--- config.mk ---
export PLATFORM = sky130hd
export DESIGN_NAME = secure_otp_ctrl
export DESIGN_NICKNAME = d
export VERILOG_FILES = /design/src/logic/sync2.v /design/src/logic/edge_find.v /design/src/logic/secure_otp_ctrl.v
export VERILOG_INCLUDE_DIRS = /design/src /design/src/logic
export SDC_FILE = /design/constraint.sdc
export NUM_CORES = 1
export LEC_CHECK = 0
export BUFFER_PORTS_ARGS = -buffer_cell sky130_fd_sc_hd__buf_4
export CAP_MARGIN = 20
export CELL_PAD_IN_SITES_DETAIL_PLACEMENT = 0
export CELL_PAD_IN_SITES_GLOBAL_PLACEMENT = 2
export CORE_MARGIN = 4
export CORE_UTILIZATION = 23
export DETAILED_ROUTE_END_ITERATION = 6
export PLACE_DENSITY_LB_ADDON = 0.08
export SLEW_MARGIN = 20
export SYNTH_ARGS = -nofsm -noshare
export SYNTH_HDL_FRONTEND = slang
export SYNTH_SLANG_ARGS = --single-unit
export TNS_END_PERCENT = 1
--- constraint.sdc ---
create_clock -name clk_in -period 2.5 [get_ports clk_in]
set_input_delay 0.25 -clock clk_in [delete_from_list [all_inputs] [get_ports clk_in]]
set_output_delay 0.25 -clock clk_in [all_outputs]
set_load 0.01 [all_outputs]
--- src/logic/secure_otp_defs.vh ---
// constants for the secured area and security status command logic
// assumes inclusion by bare name from the logic/ files
`ifndef SECURE_OTP_DEFS_VH
`define SECURE_OTP_DEFS_VH
// command opcodes (values arbitrary within this block)
`define OP_ENTER_SECURE   8'hB1
`define OP_EXIT_SECURE    8'hC1
`define OP_READ_SECSTAT   8'h2B
`define OP_WRITE_SECSTAT  8'h2F
`define OP_WRITE_ENABLE   8'h06
// security status bit positions
`define SS_PROT_MODE      7
`define SS_ERASE_FAIL     6
`define SS_PROG_FAIL      5
`define SS_RESERVED       4
`define SS_ERASE_SUSP     3
`define SS_PROG_SUSP      2
`define SS_LOCKDOWN       1
`define SS_FACTORY_LOCK   0
// frame counting
`define BITS_PER_BYTE     4'h8
`define NIBS_PER_BYTE     4'h2
`define CNT_ZERO          4'h0
`define CNT_ONE           4'h1
`endif

--- src/logic/sync2.v ---
// two flip-flop synchroniser for a group of level inputs
// assumes inputs asynchronous to clk_in
`timescale 1ns/1ps
module sync2 #(
    parameter WIDTH = 1
) (
    input  wire             clk_in,
    input  wire             rst_b_in,
    input  wire [WIDTH-1:0] d_in,
    output wire [WIDTH-1:0] q_out
);
    reg [WIDTH-1:0] meta_r;
    reg [WIDTH-1:0] q_r;
    // -----------------------------------------------------------------
    // two stage capture
    // -----------------------------------------------------------------
    always @(posedge clk_in or negedge rst_b_in) begin
        if (!rst_b_in) begin
            meta_r <= {WIDTH{1'b0}};
            q_r    <= {WIDTH{1'b0}};
        end else begin
            meta_r <= d_in;
            q_r    <= meta_r;
        end
    end
    assign q_out = q_r;
endmodule // sync2

--- src/logic/edge_find.v ---
// finds rising and falling edges of a synchronised serial clock
// assumes input already synchronised to clk_in
`timescale 1ns/1ps
module edge_find (
    input  wire clk_in,
    input  wire rst_b_in,
    input  wire level_in,
    output wire rise_out,
    output wire fall_out
);
    reg last_r;
    // -----------------------------------------------------------------
    // delay by one clock
    // -----------------------------------------------------------------
    always @(posedge clk_in or negedge rst_b_in) begin
        if (!rst_b_in) begin
            last_r <= 1'b0;
        end else begin
            last_r <= level_in;
        end
    end
    assign rise_out = level_in & ~last_r;
    assign fall_out = ~level_in & last_r;
endmodule // edge_find

--- src/logic/secure_otp_ctrl.v ---
// command logic for the secured area, lock-down and security status
// assumes host drives chip select, serial clock and four io lines;
// array engines report fail, suspend and busy as clk_in levels/pulses
//
// Contract
// RULE1 - enter command selects secured region only
// RULE2 - reads and programs steer to secured region
// RULE3 - exit command restores main array access
// RULE4 - host sends opcode only inside frame
// RULE5 - opcode as 8 single or 2 quad clocks
// RULE6 - locked region accepts reads, refuses programs
// RULE7 - status read served even while busy
// RULE8 - status byte repeats until chip select rises
// RULE9 - host sets write enable before status write
// RULE10 - status write sets lock-down, then frozen
// RULE11 - status write needs byte-aligned chip select rise
// RULE12 - erase fail set on fail, cleared on success
// RULE13 - program fail set on fail, cleared on success
// RULE14 - erase suspended flag follows suspend/resume
// RULE15 - program suspended flag follows suspend/resume
// RULE16 - bit0 reports factory lock
// RULE17 - bit7 protection mode, bit4 reserved
// RULE18 - protection mode bit never returns zero
// RULE19 - writes to read-only bits ignored
`timescale 1ns/1ps
`include "secure_otp_defs.vh"
module secure_otp_ctrl #(
    parameter FACTORY_LOCK = 1'b0
) (
    input  wire       clk_in,
    input  wire       rst_b_in,
    input  wire       cs_b_in,
    input  wire       sclk_in,
    input  wire [3:0] sio_in,
    output wire [3:0] sio_out,
    output wire [3:0] sio_oe_out,
    input  wire       quad_command_mode_in,
    input  wire       busy_in,
    input  wire       erase_done_in,
    input  wire       erase_ok_in,
    input  wire       prog_done_in,
    input  wire       prog_ok_in,
    input  wire       erase_suspend_in,
    input  wire       erase_resume_in,
    input  wire       prog_suspend_in,
    input  wire       prog_resume_in,
    input  wire       prot_mode_set_in,
    output wire       secure_mode_out,
    output wire       array_prog_allow_out,
    output wire       write_enable_latch_out,
    output wire [7:0] security_status_out
);
    // -----------------------------------------------------------------
    // pin synchronisation and edge finding
    // -----------------------------------------------------------------
    wire [5:0] pins_s;
    wire       cs_b_s;
    wire       sclk_s;
    wire [3:0] sio_s;
    wire       sclk_rise;
    wire       sclk_fall;
    sync2 #(.WIDTH(6)) u_sync (
        .clk_in   (clk_in),
        .rst_b_in (rst_b_in),
        .d_in     ({~cs_b_in, sclk_in, sio_in}), // select held active high
        .q_out    (pins_s)
    );
    // stored inverted so the synchroniser's reset value reads as deselected
    assign cs_b_s = ~pins_s[5];
    assign sclk_s = pins_s[4];
    assign sio_s  = pins_s[3:0];
    edge_find u_edge (
        .clk_in   (clk_in),
        .rst_b_in (rst_b_in),
        .level_in (sclk_s),
        .rise_out (sclk_rise),
        .fall_out (sclk_fall)
    );

    // -----------------------------------------------------------------
    // frame state
    // -----------------------------------------------------------------
    localparam ST_IDLE = 3'b001;
    localparam ST_OPC  = 3'b010;
    localparam ST_DONE = 3'b100;

    reg  [2:0] state_r;
    reg  [2:0] state_nxt;
    reg  [7:0] shift_r;
    reg  [3:0] cnt_r;
    reg  [7:0] opcode_r;
    reg        cs_last_r;
    reg        reading_r;
    reg  [7:0] out_r;
    reg  [3:0] ocnt_r;
    reg        sio_drv_r;
    reg        secure_r;
    reg        lockdown_r;
    reg        wel_r;
    reg        efail_r;
    reg        pfail_r;
    reg        esusp_r;
    reg        psusp_r;
    reg        prot_mode_r;
    reg        factory_r;
    reg        strap_done_r;

    wire       frame_start = cs_last_r & ~cs_b_s;
    wire       frame_end   = ~cs_last_r & cs_b_s;
    wire       quad        = quad_command_mode_in;
    wire [3:0] opc_len     = quad ? `NIBS_PER_BYTE : `BITS_PER_BYTE;
    // assembled byte on the final opcode clock
    wire [7:0] byte_nxt    = quad ? {shift_r[3:0], sio_s}
                                  : {shift_r[6:0], sio_s[0]}; // see RULE5
    wire       last_clk    = (cnt_r == opc_len - `CNT_ONE);
    wire [7:0] status_byte;

    // -----------------------------------------------------------------
    // state sequencing
    // -----------------------------------------------------------------
    always @* begin
        state_nxt = state_r;
        case (state_r)
            ST_IDLE: begin
                if (frame_start) begin
                    state_nxt = ST_OPC;
                end
            end
            ST_OPC: begin
                if (cs_b_s) begin
                    state_nxt = ST_IDLE;
                end else if (sclk_rise && last_clk) begin
                    state_nxt = ST_DONE;
                end
            end
            ST_DONE: begin
                if (cs_b_s) begin
                    state_nxt = ST_IDLE;
                end
            end
            default: state_nxt = ST_IDLE;
        endcase
    end

    // -----------------------------------------------------------------
    // opcode capture and extra clock counting
    // -----------------------------------------------------------------
    always @(posedge clk_in or negedge rst_b_in) begin
        if (!rst_b_in) begin
            state_r   <= ST_IDLE;
            shift_r   <= 8'h00;
            cnt_r     <= `CNT_ZERO;
            opcode_r  <= 8'h00;
            cs_last_r <= 1'b1;
        end else begin
            state_r   <= state_nxt;
            cs_last_r <= cs_b_s;
            if (frame_start) begin
                cnt_r   <= `CNT_ZERO;
                shift_r <= 8'h00;
            end else if (state_r == ST_OPC && sclk_rise) begin
                shift_r <= byte_nxt;
                cnt_r   <= last_clk ? `CNT_ZERO : cnt_r + `CNT_ONE;
                if (last_clk) begin
                    opcode_r <= byte_nxt;
                end
            end else if (state_r == ST_DONE && sclk_rise) begin
                // clocks after the opcode must fill whole bytes to align
                cnt_r <= last_clk ? `CNT_ZERO : cnt_r + `CNT_ONE; // see RULE11
            end
        end
    end

    // aligned frame end after the opcode plus any whole bytes of extra clocks
    wire clean_end = frame_end && state_r == ST_DONE
                     && cnt_r == `CNT_ZERO;                  // see RULE4
    wire do_enter  = clean_end && opcode_r == `OP_ENTER_SECURE;
    wire do_exit   = clean_end && opcode_r == `OP_EXIT_SECURE;
    wire do_wrsec  = clean_end && opcode_r == `OP_WRITE_SECSTAT; // see RULE11
    wire do_write_enable_cmd   = clean_end && opcode_r == `OP_WRITE_ENABLE;

    // -----------------------------------------------------------------
    // secured mode and write enable latch
    // -----------------------------------------------------------------
    always @(posedge clk_in or negedge rst_b_in) begin
        if (!rst_b_in) begin
            secure_r <= 1'b0;
            wel_r    <= 1'b0;
        end else begin
            if (do_enter) begin
                secure_r <= 1'b1;                            // see RULE1
            end else if (do_exit) begin
                secure_r <= 1'b0;                            // see RULE3
            end
            if (do_write_enable_cmd) begin
                wel_r <= 1'b1;
            end else if (do_wrsec) begin
                wel_r <= 1'b0;                               // see RULE9
            end
        end
    end

    // -----------------------------------------------------------------
    // non-volatile bits: factory strap caught after reset release
    // -----------------------------------------------------------------
    always @(posedge clk_in or negedge rst_b_in) begin
        if (!rst_b_in) begin
            factory_r    <= 1'b0;
            strap_done_r <= 1'b0;
            lockdown_r   <= 1'b0;
            prot_mode_r  <= 1'b0;
        end else begin
            strap_done_r <= 1'b1;
            if (!strap_done_r) begin
                factory_r <= FACTORY_LOCK;                   // see RULE16
            end
            // only setting is possible, clear attempts do nothing
            if (do_wrsec && wel_r && !lockdown_r) begin
                lockdown_r <= 1'b1;                          // see RULE10
            end
            if (prot_mode_set_in) begin
                prot_mode_r <= 1'b1;                         // see RULE18
            end
        end
    end

    // -----------------------------------------------------------------
    // volatile status flags, set wins over clear
    // -----------------------------------------------------------------
    always @(posedge clk_in or negedge rst_b_in) begin
        if (!rst_b_in) begin
            efail_r <= 1'b0;
            pfail_r <= 1'b0;
            esusp_r <= 1'b0;
            psusp_r <= 1'b0;
        end else begin
            if (erase_done_in) begin
                efail_r <= ~erase_ok_in;                     // see RULE12
            end
            if (prog_done_in) begin
                pfail_r <= ~prog_ok_in;                      // see RULE13
            end
            if (erase_suspend_in) begin
                esusp_r <= 1'b1;                             // see RULE14
            end else if (erase_resume_in) begin
                esusp_r <= 1'b0;
            end
            if (prog_suspend_in) begin
                psusp_r <= 1'b1;                             // see RULE15
            end else if (prog_resume_in) begin
                psusp_r <= 1'b0;
            end
        end
    end

    // status byte, reserved bit reads zero; writes touch only lock-down
    assign status_byte[`SS_PROT_MODE]    = prot_mode_r;      // see RULE17
    assign status_byte[`SS_ERASE_FAIL]   = efail_r;
    assign status_byte[`SS_PROG_FAIL]    = pfail_r;
    assign status_byte[`SS_RESERVED]     = 1'b0;             // see RULE19
    assign status_byte[`SS_ERASE_SUSP]   = esusp_r;
    assign status_byte[`SS_PROG_SUSP]    = psusp_r;
    assign status_byte[`SS_LOCKDOWN]     = lockdown_r;
    assign status_byte[`SS_FACTORY_LOCK] = factory_r;

    // -----------------------------------------------------------------
    // status read-out, no busy gate so it works mid operation
    // -----------------------------------------------------------------
    always @(posedge clk_in or negedge rst_b_in) begin
        if (!rst_b_in) begin
            reading_r <= 1'b0;
            out_r     <= 8'h00;
            ocnt_r    <= `CNT_ZERO;
            sio_drv_r <= 1'b0;
        end else if (cs_b_s) begin
            reading_r <= 1'b0;                               // see RULE8
            sio_drv_r <= 1'b0;
        end else if (state_r == ST_OPC && sclk_rise && last_clk
                     && byte_nxt == `OP_READ_SECSTAT) begin
            reading_r <= 1'b1;                               // see RULE7
            out_r     <= status_byte;
            ocnt_r    <= `CNT_ZERO;
        end else if (reading_r && sclk_fall) begin
            sio_drv_r <= 1'b1;
            if (ocnt_r == `CNT_ZERO) begin
                out_r <= status_byte;                        // see RULE8
            end else begin
                out_r <= quad ? {out_r[3:0], 4'h0}
                              : {out_r[6:0], 1'b0};
            end
            ocnt_r <= (ocnt_r == opc_len - `CNT_ONE) ? `CNT_ZERO
                                                      : ocnt_r + `CNT_ONE;
        end
    end

    // single mode drives line 1, quad mode drives all four
    assign sio_out    = quad ? out_r[7:4] : {2'b00, out_r[7], 1'b0};
    assign sio_oe_out = !sio_drv_r ? 4'h0 : (quad ? 4'hF : 4'h2);

    // array steering outputs for the program and read engines
    assign secure_mode_out        = secure_r;                // see RULE2
    assign array_prog_allow_out   = ~(secure_r & lockdown_r); // see RULE6
    assign write_enable_latch_out = wel_r;
    assign security_status_out    = status_byte;
    // busy is not decoded and reaches no status bit; reads never wait
    wire unused_busy = busy_in;
endmodule // secure_otp_ctrl

# After elaboration in Yosys (flattened, before gate mapping)
# Cells that the tools add are included.
dict set report op_classes {
  bitwise 14
  reduce_logical 28
  n_addsub 3
  n_eq_ne 16
  mux 36
}
# op n
set op_table {}
lappend op_table {{two-way mux 4 bit} 11}
lappend op_table {{two-way mux 8 bit} 5}
lappend op_table {{== test 8 x 6 -> 1 bit, second input constant} 2}
lappend op_table {{== test 8 bit, second input constant} 2}
lappend op_table {{logical AND 1 bit} 14}
lappend op_table {{two-way mux 7 bit} 2}
lappend op_table {{two-way mux 1 bit} 13}
lappend op_table {{two-way mux 3 bit} 4}
lappend op_table {{nonzero test 2 bit} 6}
lappend op_table {{inequality test 2 bit, second input constant} 5}
lappend op_table {{inverter 1 bit} 9}
lappend op_table {{case mux 3 bit (3 select lines)} 1}
lappend op_table {{adder 4 x 1 -> 4 bit, second input constant} 2}
lappend op_table {{== test 4 bit} 2}
lappend op_table {{== test 8 x 3 -> 1 bit, second input constant} 1}
lappend op_table {{zero test 4 bit} 2}
lappend op_table {{AND reduction 3 bit} 2}
lappend op_table {{AND 1 bit} 5}
lappend op_table {{AND reduction 2 bit} 2}
lappend op_table {{subtractor 4 x 1 -> 4 bit, second input constant} 1}
lappend op_table {{== test 3 x 1 -> 1 bit, second input constant} 1}
lappend op_table {{== test 3 x 2 -> 1 bit, second input constant} 1}
lappend op_table {{== test 3 bit, second input constant} 1}
lappend op_table {{inequality test 3 bit, second input constant} 1}
lappend op_table {{2 further kinds} 2}
dict set report totals {
  regBits 58
  out_inout_bits 19
}

# Logic depth before layout (Yosys ltp)
# Gate-level depths: netlist of run 1.
dict set report logic_depth {
  depth_word 7
  mapped_depth 7
  ltp_nobuf 7
}

# By module
# Synthesis of run 1 repeated with hierarchy kept, for this count alone.
dict set report hier_totals {
  cells_unflattened 263
  area_unflattened_um2 2726.4
}
# module seq_area_each_um2 area_per_inst_um2 cells_each instances
set by_module_without_submodules {}
lappend by_module_without_submodules {secure_otp_ctrl 1103.6 2386.0 248 1}
lappend by_module_without_submodules {sync2 300.3 300.3 12 1}
lappend by_module_without_submodules {edge_find 25.0 40.0 3 1}

# Least setup slack after synthesis of run 1
# No wires, ideal clock.
dict set report synth_path {
  path_type {register -> register}
  from {register cnt_r[1]}
  to {register out_r[7]}
  slack_ns 0.321
  arrival_time_ns 2.053
  setup_time_ns 0.126
  period_less_slack_ns 2.179
  path_buffers 0
  stages_incl_launch_ff 6
  cell_sequence {dfrtp_1 > or3b_1 > a211o_1 > a2111oi_4 > o21ai_4 > a221o_1}
}
dict set report synth_via {
  elab_chain_cells 5
  elab_cells_between_ends 6
  cone_classes {eq/ne: 1; mux: 1; reduce/logical: 4}
}
# element line_no
set synth_rtl {}
lappend synth_rtl {{from (decl)} secure_otp_ctrl.v:90} ;# reg [3:0] cnt_r;
lappend synth_rtl {{from (signal assigned)} secure_otp_ctrl.v:152} ;# cnt_r <= `CNT_ZERO;
lappend synth_rtl {{from (signal assigned)} secure_otp_ctrl.v:159} ;# cnt_r <= `CNT_ZERO;
lappend synth_rtl {{from (signal assigned)} secure_otp_ctrl.v:163} ;# cnt_r <= last_clk ? `CNT_ZERO : cnt_r + `CNT_ONE;
lappend synth_rtl {{== test 4 bit (no line) (*)} -}
lappend synth_rtl {{logical AND 1 bit (*)} secure_otp_ctrl.v:278} ;# end else if (state_r == ST_OPC && sclk_rise && last_clk
lappend synth_rtl {{logical AND 1 bit (no line) (*)} -}
lappend synth_rtl {{nonzero test 2 bit (no line)} -}
lappend synth_rtl {{AND reduction 2 bit (no line)} -}
lappend synth_rtl {{to (signal assigned)} secure_otp_ctrl.v:281} ;# out_r <= status_byte;
lappend synth_rtl {{to (signal assigned)} secure_otp_ctrl.v:286} ;# out_r <= status_byte;
lappend synth_rtl {{to (signal assigned)} secure_otp_ctrl.v:288} ;# out_r <= quad ? {out_r[3:0], 4'h0}
lappend synth_rtl {{to (decl)} secure_otp_ctrl.v:94} ;# reg [7:0] out_r;
# Mark *: on every way between the ends. The rest lies on a longest branch, timed or not.
# A chain may end at the register's enable or synchronous reset.

# Worst setup path in the final report of run 1
dict set report layout_path {
  from {register shift_r[3]}
  to {register out_r[5]}
}
dict set report layout_via {
  elab_chain_cells 5
  elab_cells_between_ends 6
  cone_classes {eq/ne: 1; mux: 2; reduce/logical: 3}
}
# element line_no
set layout_rtl {}
lappend layout_rtl {{from (decl)} secure_otp_ctrl.v:89} ;# reg [7:0] shift_r;
lappend layout_rtl {{from (signal assigned)} secure_otp_ctrl.v:162} ;# shift_r <= byte_nxt;
lappend layout_rtl {{two-way mux 8 bit (*)} secure_otp_ctrl.v:113} ;# wire [7:0] byte_nxt = quad ? {shift_r[3:0], sio_s}
lappend layout_rtl {{== test 8 x 6 -> 1 bit (no line) (*)} -}
lappend layout_rtl {{logical AND 1 bit (no line) (*)} -}
lappend layout_rtl {{nonzero test 2 bit (no line)} -}
lappend layout_rtl {{AND reduction 2 bit (no line)} -}
# Marks and branches as above.

==> results_dict.tcl, run 1 <==
set metrics [dict create \
    routabilityCongestion 0.7004 \
    ys_async_sr_fraction_pct 100.0 \
    layout_commonest_cell "dfrtp_1" \
    power_density_mw_per_mm2 724.8 \
    grt_usage_pct 10.75 \
    cts_root_buf "clkbuf_16" \
    cts_buffers 9 \
    portBuffers 34 \
    grt_pass1_vias 1924 \
    post_cts_resized 0 \
    maxSlewViolCount 0 \
    vias 1896 \
    grt_max_degree 58 \
    drc 0 \
    p_sw_uw 592.4 \
    routed_via_density 4.359 \
    fin_crit_ps 2184 \
    cts_sinks 57 \
    regArea_mm2 0.001429 \
    grt_first_pass_wirelength_um 10720 \
    hold_viol 2 \
    cts_tree "yes" \
    critPathCaptureType "flop" \
    grt.overflow.total 0 \
    die_area_mm2 0.01346 \
    synth_area_mm2 0.002684 \
    min_path_type "input pin to async pin" \
    yosys.cell_types.count 47 \
    rows 39 \
    p_sw_share_pct 24.08 \
    intPower_mw 1.868 \
    yosys_warnings 0 \
    failed_checks "hold timing" \
    initial_core_util_pct 23.50 \
    worstPathRequired_ps 2760 \
    setup_tns_ps 0 \
    layout-drive-gt1-share_pct 26.71 \
    ios 38 \
    hpwl_um 4574 \
    core-area_mm2 0.01142 \
    nFillCells 1205 \
    arrival_ps 2450 \
    post_drt_wl_per_cell_um 15.15 \
    cts.htree.levels 3 \
    setup_viol 0 \
    status "finished with violations" \
    finish.utilization_pct 29.73 \
    multi_input_area_mm2 0.001097 \
    finalCritPeriodShare_pct 87.35 \
    drt_iter0_drc 119 \
    die_x_um 116.0 \
    ir_worst_vdd_mv 0.3403 \
    cts_buffer_depth 2 \
    ys_seq_area_share_pct 53.24 \
    maxCapViolations 0 \
    firstDrtPassIters 4 \
    ant_nets 0 \
    final_cell_mix "55 x dfrtp_1, 45 x buf_4, 21 x nor2_1" \
    slew_headroom_pct 49.80 \
    syn_inst 248 \
    pre_cts_slack_ps 301.5 \
    avgSynthCellArea_um2 10.82 \
    start_kind "flop" \
    p_comb_share_pct 8.6 \
    dieHeight_um 116.0 \
    grt_antenna_before_repair 0 \
    rsz0062_at_grt "no" \
    synthFlopType "dfrtp_1" \
    tightest_slew_ps 752.9 \
    fmax_mhz 458.0 \
    clock_skew_ps 9.273 \
    power.share.clock_pct 49.6 \
    path_clk_slew_ps 50 \
    holdWs_ps -4.104 \
    antennaDiodeCount 0 \
    p_leak_nw 1.519 \
    p_seq_share_pct 41.9 \
    area_delta_synth_final_pct 26.48 \
    critPathKind "flop to flop" \
    cts_hold_buf 0 \
    finalWorstSetupSlack_ps 316.4 \
    drt-total-wl_um 6592 \
    synth_edf_count 0 \
    final_nets 311 \
    ys_seq_elements 57 \
    post_cts_buffers 0 \
    worst-path-max-fanout 8 \
    insertion_delay_ps 330 \
]
## through the flow
step	power, mW	std cells	instance area, um2
after global routing	2.571	435	3395
after detailed placement	1.261	420	3099
after CTS	2.512	435	3395
final	2.460	435	3395
after floorplan	1.155	249	2688
after global placement	1.261	420	3099
## flip-flops by register name, summed over array words and instances, names as in the netlist
register	count
cnt_r	4
cs_last_r	1
efail_r	1
esusp_r	1
lockdown_r	1
ocnt_r	4
opcode_r	8
out_r	7
pfail_r	1
prot_mode_r	1
psusp_r	1
reading_r	1
secure_mode_out	1
shift_r	7
sio_drv_r	1
state_r	3
u_edge.last_r	1
u_sync.meta_r	6
u_sync.q_out	6
write_enable_latch_out	1
## worst paths after layout
kind	start	to	slack, ps	cells after the start
min in group clk_in	sio_in[1]	u_sync.meta_r[1]	30	1
max	shift_r[3]	out_r[5]	320	6
min	rst_b_in	cnt_r[2]	-4	1
max reg2reg	shift_r[3]	out_r[5]	320	6
min reg2reg	u_sync.meta_r[3]	u_sync.q_out[3]	350	0
max in group asynchronous	rst_b_in	psusp_r	2010	1
## layer usage
metal  part of all wire, %  up-vias  GRT usage (%)
li1                      -      946              -
met1                    50      909          14.89
met2                    44       33          15.54
met3                   4.3        8          3.551
met4                   1.8        0          4.176
met5                     0        -              0
## power by group through the flow
stage	Clock (mW)	Sequential, mW	Combinational, mW
6_report	1.22	1.03	0.211
5_1_grt	1.30	1.04	0.235
4_1_cts	1.26	1.03	0.217
3_5_place_dp	0	1.05	0.216
3_3_place_gp	0	1.05	0.215
2_1_floorplan	0	1.03	0.124
## synth_stat cells, drive strengths merged, types with 2 or more instances
library cell / count / area share (%)
o22ai: 2 / 0.47
and2: 7 / 1.6
nand2: 20 / 2.8
or3b: 2 / 0.65
dfrtp: 55 / 51
a22o: 2 / 0.65
ha: 4 / 1.9
o21bai: 2 / 0.56
a21oi: 11 / 2.1
nor4b: 4 / 1.3
nor3: 7 / 1.5
a32o: 3 / 1.1
a22oi: 2 / 0.56
o21a: 3 / 0.84
a21o: 3 / 0.84
clkbuf: 4 / 0.56
dfstp: 2 / 2.0
buf: 13 / 3.4
inv: 14 / 2.0
nand2b: 2 / 0.47
mux2: 10 / 4.2
nand4b: 2 / 0.65
nor2: 21 / 2.9
mux2i: 11 / 4.1
nor4bb: 2 / 0.75
nor3b: 4 / 1.1
a211oi: 4 / 1.1
o21ai: 10 / 2.3
or2: 2 / 0.47
nand3: 3 / 0.56
nor4: 3 / 0.70
a221o: 3 / 1.1
## final cells by class
| cell class | count | area share (%) |
|---|---|---|
| tap | 143 | 5.271 |
| inverter | 15 | 1.659 |
| timing repair buffer | 45 | 9.952 |
| multi-input combinational | 160 | 32.33 |
| sequential | 57 | 42.09 |
| clock inverter | 5 | 1.659 |
| clock buffer | 10 | 7.040 |
## critical path, stage by stage, from the launching register on
cell	delay, ps
dfrtp_1	410
nor4bb_1	370
nand4b_1	220
a2111oi_4	480
buf_4	230
o21a_1	240
a221o_1	170
## cells by family after synthesis
kind of cell / count (synthesis) / synth area share (%)
other: 1 / 0.1397
buffers and inverters: 32 / 6.014
adder cells (fa/ha/maj): 4 / 1.865
multiplexers: 21 / 8.299
flip-flops: 57 / 53.24
XOR/XNOR: 1 / 0.3264
AND/OR/NAND/NOR: 84 / 16.83
AO/OA/AOI/OAI: 48 / 13.29
(Power assumes the default switching activity.)
==> run 2, diff against run 1 <==
CORE_MARGIN = 1.5   (was 4)
==> run 2 against run 1 <==
The flow still finishes with violations (hold timing). Sequential power is essentially flat. Die area is 8.4% lower. Routed wire length fell by 3.2%. Final area about the same. Global-route usage up 0.65 points. Clock skew fell by 2.8 ps. Critical endpoint is now out_r[6]. Largest cell class unchanged.
==> results_dict.tcl, run 2 (synthesis gave the netlist of run 1 again) <==
set metrics [dict create \
    p_leak_nw 1.523 \
    clock_skew_ps 6.433 \
    power.share.clock_pct 49.5 \
    rsz0062_at_grt "no" \
    cts_hold_buf 0 \
    layout_commonest_cell "dfrtp_1" \
    vias 1900 \
    grt_usage_pct 11.40 \
    p_seq_share_pct 41.9 \
    fmax_mhz 462.8 \
    die_x_um 111.0 \
    slew_headroom_pct 48.76 \
    status "finished with violations" \
    drc 0 \
    cts_buffer_depth 2 \
    firstDrtPassIters 4 \
    wl_met1_um 3232 \
    tightest_slew_ps 768.6 \
    power_density_mw_per_mm2 723.7 \
    grt_max_degree 58 \
    post_cts_buffers 0 \
    core-area_mm2 0.01142 \
    path_clk_slew_ps 50 \
    cts_root_buf "clkbuf_16" \
    routed_via_density 4.368 \
    setup_tns_ps 0 \
    grt_pass1_vias 1975 \
    area_delta_synth_final_pct 26.53 \
    routabilityCongestion 0.6853 \
    top_register "opcode_r" \
    ios 38 \
    portBuffers 34 \
    grt.overflow.total 0 \
    maxSlewViolCount 0 \
    setup_viol 0 \
    rows 39 \
    ant_nets 0 \
    top_regs "opcode_r: 8 flops, out_r: 7 flops, shift_r: 7 flops" \
    finish.utilization_pct 29.74 \
    totalPowerFinal_mw 2.458 \
    cts.htree.levels 3 \
    min_path_type "input pin to async pin" \
    failed_checks "hold timing" \
    final_nets 311 \
    p_comb_share_pct 8.6 \
    p_sw_share_pct 22.97 \
    final_cell_mix "55 x dfrtp_1, 45 x buf_4, 21 x nor2_1" \
    maxCapViolations 0 \
    grt_first_pass_wirelength_um 10700 \
    intPower_mw 1.893 \
    holdWs_ps -17.49 \
    initial_core_util_pct 23.50 \
    cts_buffers 9 \
    post_drt_wl_per_cell_um 14.67 \
    post_cts_resized 0 \
    dr_wl_met3_um 221 \
    largest_register_ffs 8 \
    hold_viol 7 \
    worstPathRequired_ps 2760 \
    grt_antenna_before_repair 0 \
    start_kind "flop" \
    finalCritPeriodShare_pct 86.43 \
    arrival_ps 2420 \
    drt_iter0_drc 97 \
    layout-drive-gt1-share_pct 26.37 \
    cts_tree "yes" \
    cts_sinks 57 \
    hpwl_um 4443 \
    antennaDiodeCount 0 \
    fin_crit_ps 2161 \
    critPathCaptureType "flop" \
    die_area_mm2 0.01233 \
    routed.top_layer "met4" \
    p_sw_uw 564.4 \
    ir_worst_vdd_mv 0.3055 \
    insertion_delay_ps 330 \
    critPathKind "flop to flop" \
    drt-total-wl_um 6381 \
    dieHeight_um 111.0 \
    worst-path-max-fanout 8 \
    dr_wl_met2_um 2764 \
]
[run 2: cell count changes in the layout (fill, tap and decap cells not counted)]
cell        before  now
clkbuf_8         1    2
clkbuf_1         0    1
clkinvlp_4       1    0
clkinv_4         1    0
[run 2: layout make-up]
class	count	area, um2
clock buffers	12	256.5
clock inverters	3	40.04
fillers	1229	8023
inverters	15	56.30
multi-input cells	160	1097
flip-flops and latches	57	1429
well taps	143	178.9
repair buffers	45	337.8
[run 2: worst max-delay path, stage by stage (launching register included)]
cell and delay [ps]:
dfrtp_1 430, or3b_1 370, a211o_1 350, a2111oi_4 310, buf_4 240, o21a_1 230, a221o_1 170
[run 2: worst paths after layout]
kind / cells after the start / start / end / slack [ps]
hold / removal: 1 / rst_b_in / cnt_r[2] / -20
setup / recovery: 6 / cnt_r[2] / out_r[6] / 340
max in group asynchronous: 1 / rst_b_in / efail_r / 1990
hold reg to reg: 0 / u_sync.meta_r[0] / u_sync.q_out[0] / 340
setup reg to reg: 6 / cnt_r[2] / out_r[6] / 340
min in group clk_in: 1 / sio_in[3] / u_sync.meta_r[3] / 30
[run 2: power by group through the flow]
stage                     Combinational [mW]  Clock [mW]  Sequential, mW
after floorplan                        0.124           0            1.03
after global placement                 0.215           0            1.05
after detailed placement               0.216           0            1.05
after CTS                              0.217        1.27            1.03
after global routing                   0.241        1.32            1.04
final                                  0.211        1.22            1.03
[run 2: per-layer routing]
metal / vias up / global-route usage, %
met5: - / 0
li1: 950 / -
met3: 11 / 3.116
met2: 27 / 16.58
met1: 912 / 15.20
met4: 0 / 6.582
[run 2: stage by stage]
step / hold slack (ps) / area [um2] / std cells / setup slack (ps)
floorplan: -45.59 / 2688 / 249 / 321.2
global placement: 333.1 / 3099 / 420 / 309.0
detailed placement: 334.7 / 3099 / 420 / 305.2
CTS: 9.473 / 3396 / 435 / 271.5
global route: 12.41 / 3396 / 435 / 169.2
finish: -17.49 / 3396 / 435 / 339.3
